[src/design/slbs_regs.svh]
// register offsets, field positions and reset values of the strap block
`ifndef SLBS_REGS_SVH
`define SLBS_REGS_SVH

// register byte offsets
`define SLBS_OFF_STRAP 8'h00
`define SLBS_OFF_STATUS 8'h04
`define SLBS_OFF_CTRL 8'h08

// status register field positions
`define SLBS_ST_MODE_LO 0
`define SLBS_ST_PRINT_BIT 2
`define SLBS_ST_READY_BIT 3

// control register field positions and reset value
`define SLBS_CTRL_DONE_BIT 0
`define SLBS_CTRL_RST 1'h0

// strap latch reset value: third strap pulled high
`define SLBS_STRAP_RST 3'h4

// print policy fuse encodings
`define SLBS_POL_ALWAYS 2'h0
`define SLBS_POL_LOW_ON 2'h1
`define SLBS_POL_HIGH_ON 2'h2
`define SLBS_POL_NEVER 2'h3

`endif

[src/design/slbs_pkg.sv]
// types shared by the strap latch and boot select block
package slbs_pkg;

	// latched strap bits, first strap in bit 0
	typedef struct packed {
		logic third;
		logic second;
		logic first;
	} slbs_strap_s;

	// system reset sources
	typedef struct packed {
		logic power_on;
		logic rtc_wdt;
		logic brownout;
		logic super_wdt;
		logic xtal_glitch;
	} slbs_rst_cause_s;

	// normal pin function drive after reset
	typedef struct packed {
		logic [2:0] out;
		logic [2:0] oe;
		logic pu_third;
	} slbs_func_s;

	// decoded boot mode
	typedef enum logic [1:0] {
		SLBS_BOOT_FLASH,
		SLBS_BOOT_DOWNLOAD,
		SLBS_BOOT_INVALID,
		SLBS_BOOT_UNDEF
	} slbs_boot_e;

endpackage

[src/design/slbs_top.sv]
// strap latch, boot mode decode and register port
`timescale 1ns/1ps
`include "slbs_regs.svh"

module slbs_top #(
	parameter int ADDR_W = 8
) (
	input wire logic clock,
	input wire logic arst_n,
	input wire logic clk_en,
	input wire logic chip_en,
	input wire slbs_pkg::slbs_rst_cause_s rst_cause,
	input wire logic [1:0] boot_print_policy_fuse,
	input wire logic [2:0] pad_in,
	output logic [2:0] pad_out,
	output logic [2:0] pad_oe,
	output logic pull_third_en,
	input wire slbs_pkg::slbs_func_s func,
	output slbs_pkg::slbs_boot_e boot_mode,
	output logic boot_print_en,
	output logic boot_ready,
	output logic sys_rst_active,
	input wire logic [ADDR_W-1:0] addr,
	input wire logic [31:0] wdata,
	input wire logic wr_en,
	input wire logic rd_en,
	output logic [31:0] rdata
);
	import slbs_pkg::*;

	// refuse address widths that cannot reach every register
	if (ADDR_W < 4 || ADDR_W > 32) begin : g_addr_check
		$error("slbs_top: ADDR_W must be 4 to 32");
	end

	logic [1:0] rst_sync_q;
	logic rst_n;
	slbs_strap_s strap_q, strap_d;
	slbs_boot_e mode_q, mode_d;
	logic ready_q, ready_d;
	logic print_q, print_d;
	logic done_q, done_d;
	logic [2:0] pad_out_q, pad_out_d, pad_oe_q, pad_oe_d;
	logic pu_q, pu_d;
	logic [31:0] rdata_q, rdata_d;
	logic policy_print;

	// reset release through two flops
	always_ff @(posedge clock or negedge arst_n) begin
		if (!arst_n) begin
			rst_sync_q <= 2'h0;
		end else begin
			rst_sync_q <= {rst_sync_q[0], 1'b1};
		end
	end
	assign rst_n = rst_sync_q[1];

	// any reset source or chip enable low holds the system in reset
	assign sys_rst_active = !chip_en || (|rst_cause);

	// print policy from fuse field and second strap
	always_comb begin
		unique case (boot_print_policy_fuse)
			`SLBS_POL_ALWAYS: policy_print = 1'b1;
			`SLBS_POL_LOW_ON: policy_print = !strap_d.second;
			`SLBS_POL_HIGH_ON: policy_print = strap_d.second;
			`SLBS_POL_NEVER: policy_print = 1'b0;
		endcase
	end

	// strap capture, decode and pin release next state
	always_comb begin
		strap_d = strap_q;
		ready_d = !sys_rst_active;
		if (sys_rst_active) begin
			strap_d = pad_in;
		end
		// second strap ignored for flash boot
		if (!strap_d.first) begin
			mode_d = SLBS_BOOT_UNDEF;
		end else if (strap_d.third) begin
			mode_d = SLBS_BOOT_FLASH;
		end else if (strap_d.second) begin
			mode_d = SLBS_BOOT_DOWNLOAD;
		end else begin
			mode_d = SLBS_BOOT_INVALID;
		end
		print_d = policy_print && !done_q;
		// pins tristated with pull-up while in reset
		pad_out_d = sys_rst_active ? 3'h0 : func.out;
		pad_oe_d = sys_rst_active ? 3'h0 : func.oe;
		pu_d = sys_rst_active ? 1'b1 : func.pu_third;
	end

	// register port decode
	always_comb begin
		done_d = done_q;
		rdata_d = 32'h0000_0000;
		if (sys_rst_active) begin
			done_d = `SLBS_CTRL_RST;
		end else if (wr_en && addr == ADDR_W'(`SLBS_OFF_CTRL)) begin
			done_d = wdata[`SLBS_CTRL_DONE_BIT];
		end
		if (rd_en) begin
			unique case (addr)
				ADDR_W'(`SLBS_OFF_STRAP): rdata_d[2:0] = strap_q;
				ADDR_W'(`SLBS_OFF_STATUS): begin
					rdata_d[`SLBS_ST_MODE_LO +: 2] = mode_q;
					rdata_d[`SLBS_ST_PRINT_BIT] = print_q;
					rdata_d[`SLBS_ST_READY_BIT] = ready_q;
				end
				ADDR_W'(`SLBS_OFF_CTRL): rdata_d[`SLBS_CTRL_DONE_BIT] = done_q;
				default: rdata_d = 32'h0000_0000; // unmapped reads zero
			endcase
		end
	end

	// state registers, frozen while clock enable is low
	always_ff @(posedge clock or negedge rst_n) begin
		if (!rst_n) begin
			strap_q <= `SLBS_STRAP_RST;
			mode_q <= SLBS_BOOT_FLASH;
			ready_q <= 1'b0;
			print_q <= 1'b0;
			done_q <= `SLBS_CTRL_RST;
			pad_out_q <= 3'h0;
			pad_oe_q <= 3'h0;
			pu_q <= 1'b1;
			rdata_q <= 32'h0000_0000;
		end else if (clk_en) begin
			strap_q <= strap_d;
			mode_q <= mode_d;
			ready_q <= ready_d;
			print_q <= print_d;
			done_q <= done_d;
			pad_out_q <= pad_out_d;
			pad_oe_q <= pad_oe_d;
			pu_q <= pu_d;
			rdata_q <= rdata_d;
		end
	end

	assign pad_out = pad_out_q;
	assign pad_oe = pad_oe_q;
	assign pull_third_en = pu_q;
	assign boot_mode = mode_q;
	assign boot_print_en = print_q;
	assign boot_ready = ready_q;
	assign rdata = rdata_q;

	// helper: expected print from policy and strap
	function automatic logic exp_print(logic [1:0] pol, logic s2);
		exp_print = (pol == `SLBS_POL_ALWAYS) ||
			(pol == `SLBS_POL_LOW_ON && !s2) ||
			(pol == `SLBS_POL_HIGH_ON && s2);
	endfunction
endmodule

[config.mk]
export PLATFORM = sky130hd
export DESIGN_NAME = slbs_top
export DESIGN_NICKNAME = d
export VERILOG_FILES = /design/src/design/slbs_pkg.sv /design/src/design/slbs_top.sv
export VERILOG_INCLUDE_DIRS = /design/src /design/src/design
export SDC_FILE = /design/constraint.sdc
export NUM_CORES = 1
export LEC_CHECK = 0
export ABC_AREA = 1
export BUFFER_PORTS_ARGS = -buffer_cell sky130_fd_sc_hd__buf_2
export CAP_MARGIN = 20
export CORE_MARGIN = 3
export CORE_UTILIZATION = 38
export CTS_CLUSTER_DIAMETER = 150
export DETAILED_ROUTE_END_ITERATION = 12
export PLACE_DENSITY = 0.84
export SYNTH_ARGS = -nofsm -noshare
export SYNTH_HDL_FRONTEND = slang
export SYNTH_SLANG_ARGS = --single-unit
[constraint.sdc]
create_clock -name clock -period 0.85 [get_ports clock]
set_clock_uncertainty 0.05 [all_clocks]
set_input_delay 0.0425 -clock clock [delete_from_list [all_inputs] [get_ports clock]]
set_output_delay 0.0425 -clock clock [all_outputs]
set_load 0.02 [all_outputs]
# == After elaboration in Yosys (flattened, before gate mapping) ==
# Cells that the tools add are included.
# totals
register_bits,49
out_inout_bits,44
# op_classes
eq_ne,5
n_mux,14
n_reduce_logical,12
# ops
cell,count
$mux 3,3
$eq 8x3->1 const B,1
$eq 8x4->1 const B,1
$logic_not 8->1,1
$mux 2,3
$reduce_or 5->1,1
$eq 2x2->1 const B,2
$logic_not 1->1,4
$mux 1,4
$mux 4,1
$pmux 1 s4,1
$pmux 2 s2,1
$pmux 1 s3,1
$eq 2x1->1 const B,1
$logic_and 1x1->1,2
$logic_not 2->1,1
$reduce_and 2->1,1
$reduce_bool 2->1,1
$logic_or 1x1->1,1

# == Logic depth before layout (Yosys ltp) ==
# logic_depth
ltp_word,6
ltp_mapped,8
ltp_nobuf,8

# == Worst setup path before layout ==
# OpenSTA, ideal clock, no wires.
# synth_timing
path_kind,flip-flop to flip-flop
startpoint,register strap_q[2] (netlist bit)
endpoint,register mode_q[0] (netlist: boot_mode[0])
setup_ns,0.125
arrival_time_ns,0.801
required_time_ns,0.675
slack_ns,-0.126
stages_incl_launch_ff,6
n_path_buf,0
period_less_slack_ns,0.976
cell_sequence,dfstp_2 -> inv_1 -> nand4_1 -> nand2_1 -> nand2_1 -> a21oi_1
# synth_via
elab_chain_cells,3
# synth_lines
element,line_no,source
start: declaration,slbs_top.sv:38,"slbs_strap_s strap_q, strap_d;"
start signal: assignment,slbs_top.sv:121,strap_q <= `SLBS_STRAP_RST;
start signal: assignment,slbs_top.sv:131,strap_q <= strap_d;
$mux 3,slbs_top.sv:75,if (sys_rst_active) begin
$mux 2,slbs_top.sv:81,end else if (strap_d.third) begin
$mux 2,slbs_top.sv:79,if (!strap_d.first) begin
end signal: assignment,slbs_top.sv:132,mode_q <= mode_d;
end: declaration,slbs_top.sv:39,"slbs_boot_e mode_q, mode_d;"
# No other way between the ends.
# A chain may end at the register's enable or synchronous reset.

# == Final worst setup path ==
# layout_timing
startpoint,register pu_q (netlist: pull_third_en)
endpoint,output pull_third_en
# layout_lines
element,line_no,source
start: declaration,slbs_top.sv:44,"logic pu_q, pu_d;"
start signal: assignment,slbs_top.sv:138,pu_q <= pu_d;
end: declaration,slbs_top.sv:17,"output logic pull_third_en,"
# No word-level cell between the ends.

==> results_dict.tcl <==
set metrics [dict create \
    fp.dieH_um 63.2 \
    cts_buffers 3 \
    grt.total_usage 0.164 \
    dieArea_um2 3990 \
    drv_slew 0 \
    grt_pass1_wl_mm 5.24 \
    clock_sinks 21 \
    slowest_stage "dfstp_2" \
    worstSetupPathType "register to output port" \
    cp_slowest_stage_delay_ns 0.56 \
    worst-path-buf-inv 1 \
    drv_cap 0 \
    die_w_um 63.2 \
    postSynthCellCount 150 \
    ir_worst_vdd_mv 0.957 \
    power_density_nw_per_um2 1090 \
    synth_top_area_frac 0.383 \
    arrival_ns 0.98 \
    clk_pin_slew_worst_paths_ns 0.11 \
    grt-ovfl-total 0 \
    seq_area_frac_synth 0.425 \
    setup_viol 27 \
    fin_crit_ns 1.07 \
    dr_wl_met3_um 270 \
    holdWs_ns 0.0188 \
    io_buffers 47 \
    cp.required_ns 0.76 \
    drtAntennaViolNets 0 \
    netlist-cell-type-count 21 \
    routedLengthMet1_mm 1.24 \
    fin_ws_ns -0.219 \
    outcome "complete, but fails checks" \
    synth-edff-count 0 \
    dr.pass1.iters 4 \
    async_flop_share 1.00 \
    drt-initial-drc-count 43 \
    grt_antenna_before_repair 0 \
    post-route-drc-count 0 \
    via_per_inst 4.46 \
    final_util 0.631 \
    hold_viol_final 0 \
    path_delay_family "flip-flops" \
    nets 303 \
    n_antenna_cell 0 \
    routedWlPerCell_um 12.7 \
    yosys.area.top_type "dfrtp_1" \
    drt_wl_total_mm 3.60 \
    dominantRegCellSynth "dfrtp_1" \
    routed.top_layer "met4" \
    rsz0062_at_grt "true" \
    gp_congestion 0.801 \
    grt_pass1_vias 1239 \
    dp_slack_ns -0.209 \
    wl_met2_mm 1.99 \
    area.growth.synth_to_final_pct 56.4 \
    ys_warn_count 0 \
    hpwl_mm 2.30 \
    vias 1263 \
    boundaryPins 107 \
    drive_gt1_frac 0.456 \
    syn_area_per_cell_um2 8.28 \
    synth.top_cells.by_count "nand2_1, buf_4, dfrtp_1" \
    p_total_mw 2.12 \
    coreArea_um2 3080 \
    fin_crit_sh 1.26 \
    synth_area_um2 1240 \
    ys_ff_latch 21 \
    cts_tree "done" \
    power.leakage_nw 1.09 \
    clk_latency_ns 0.30 \
    violations "negative setup slack" \
    hold_class "primary input to register" \
    fmax_ghz 0.935 \
    htreeDepth 1 \
    end_kind "output port" \
    start_util 0.404 \
    yosysMostFrequentCell "nand2_1" \
    grt_max_degree 15 \
    cp_max_fo 2 \
    worstSetupStartpointType "register" \
    cts_buffer_depth 2 \
    path_cells "buf_6" \
    num_rows 20 \
    synthTopCellsByArea "dfrtp_1, buf_4, nand2_1, dfstp_2, a22o_1" \
    r2r_slack_ns -0.20 \
    root_buffer "clkbuf_4" \
]
## worst paths after layout
path	startpoint	to	depth (start not counted)
min reg2reg	rst_sync_q[1]$_DFF_PN0_	strap_q[1]$_DFFE_PN0P_	1
min	boot_print_policy_fuse[0]	boot_print_en$_DFFE_PN0P_	4
max reg2reg	strap_q[1]$_DFFE_PN0P_	strap_q[1]$_DFFE_PN0P_	5
min in group asynchronous	rst_sync_q[1]$_DFF_PN0_	strap_q[1]$_DFFE_PN0P_	1
max	pull_third_en$_DFFE_PN1P_	pull_third_en	1
max in group asynchronous	arst_n	rst_sync_q[1]$_DFF_PN0_	3
## layout make-up
type	count	area (um2)
multi-input combinational	113	606
fill	259	1130
timing repair buffer	87	676
inverter	14	52.6
tap	44	55.1
clock buffer	4	26.3
sequential	21	528
## flip-flops by register name, summed over array words and instances (netlist names)
register / count
pad_out: 3
pull_third_en: 1
pad_oe: 3
done_q: 1
boot_ready: 1
rdata: 4
boot_print_en: 1
boot_mode: 2
strap_q: 3
rst_sync_q: 2
## layout by cell type (no fill, tap or decap), types with 3 or more instances in the layout
cell type | synthesis | layout
a22o_1 | 6 | 6
buf_2 | 1 | 32
buf_4 | 28 | 24
buf_6 | 0 | 20
clkbuf_4 | 0 | 3
conb_1 | 2 | 29
dfrtp_1 | 19 | 19
dlygate4sd3_1 | 0 | 11
inv_1 | 12 | 10
inv_2 | 2 | 4
nand2_1 | 40 | 30
nand2_2 | 2 | 12
nand3_1 | 10 | 8
nand4_1 | 4 | 4
nor2_1 | 10 | 10
nor2_4 | 3 | 3
## per-stage QoR
step / setup TNS, ns / cells / area (um2)
floorplan: -0.499 / 177 / 1340
global placement: -1.71 / 251 / 1510
detailed placement: -2.32 / 251 / 1510
CTS: -2.53 / 276 / 1830
global route: -3.90 / 283 / 1940
finish: -2.93 / 283 / 1940
## where the power goes
| group | internal, mW | total [mW] | switching [mW] |
|---|---|---|---|
| combinational | 0.240 | 0.579 | 0.339 |
| clock | 0.183 | 0.469 | 0.287 |
| sequential | 1.04 | 1.07 | 0.0357 |
| total | 1.46 | 2.12 | 0.662 |
## what timing repair did
action / in CTS / in global routing
cloned: 0 / 0
pin swaps: 12 / 12
gates resized for setup: 35 / 20
hold buffers: 11 / 0
endpoints found under the setup margin: 24 / 27
setup buffers: 10 / 7
endpoints found under the hold margin: 11 / 0
## kinds of logic after synthesis
kind of cell	count (synthesis)	synth area share
AND/OR/NAND/NOR	72	0.284
other	2	0.00604
flip-flops	21	0.425
buffers and inverters	43	0.216
AO/OA/AOI/OAI	12	0.0695
## metal layers
metal	vias up	GRT usage
met1	581	0.170
met4	0	0.0647
met3	11	0.0410
met5	-	0
li1	599	-
met2	72	0.311
Note: power is estimated with default switching activity, not from simulation.
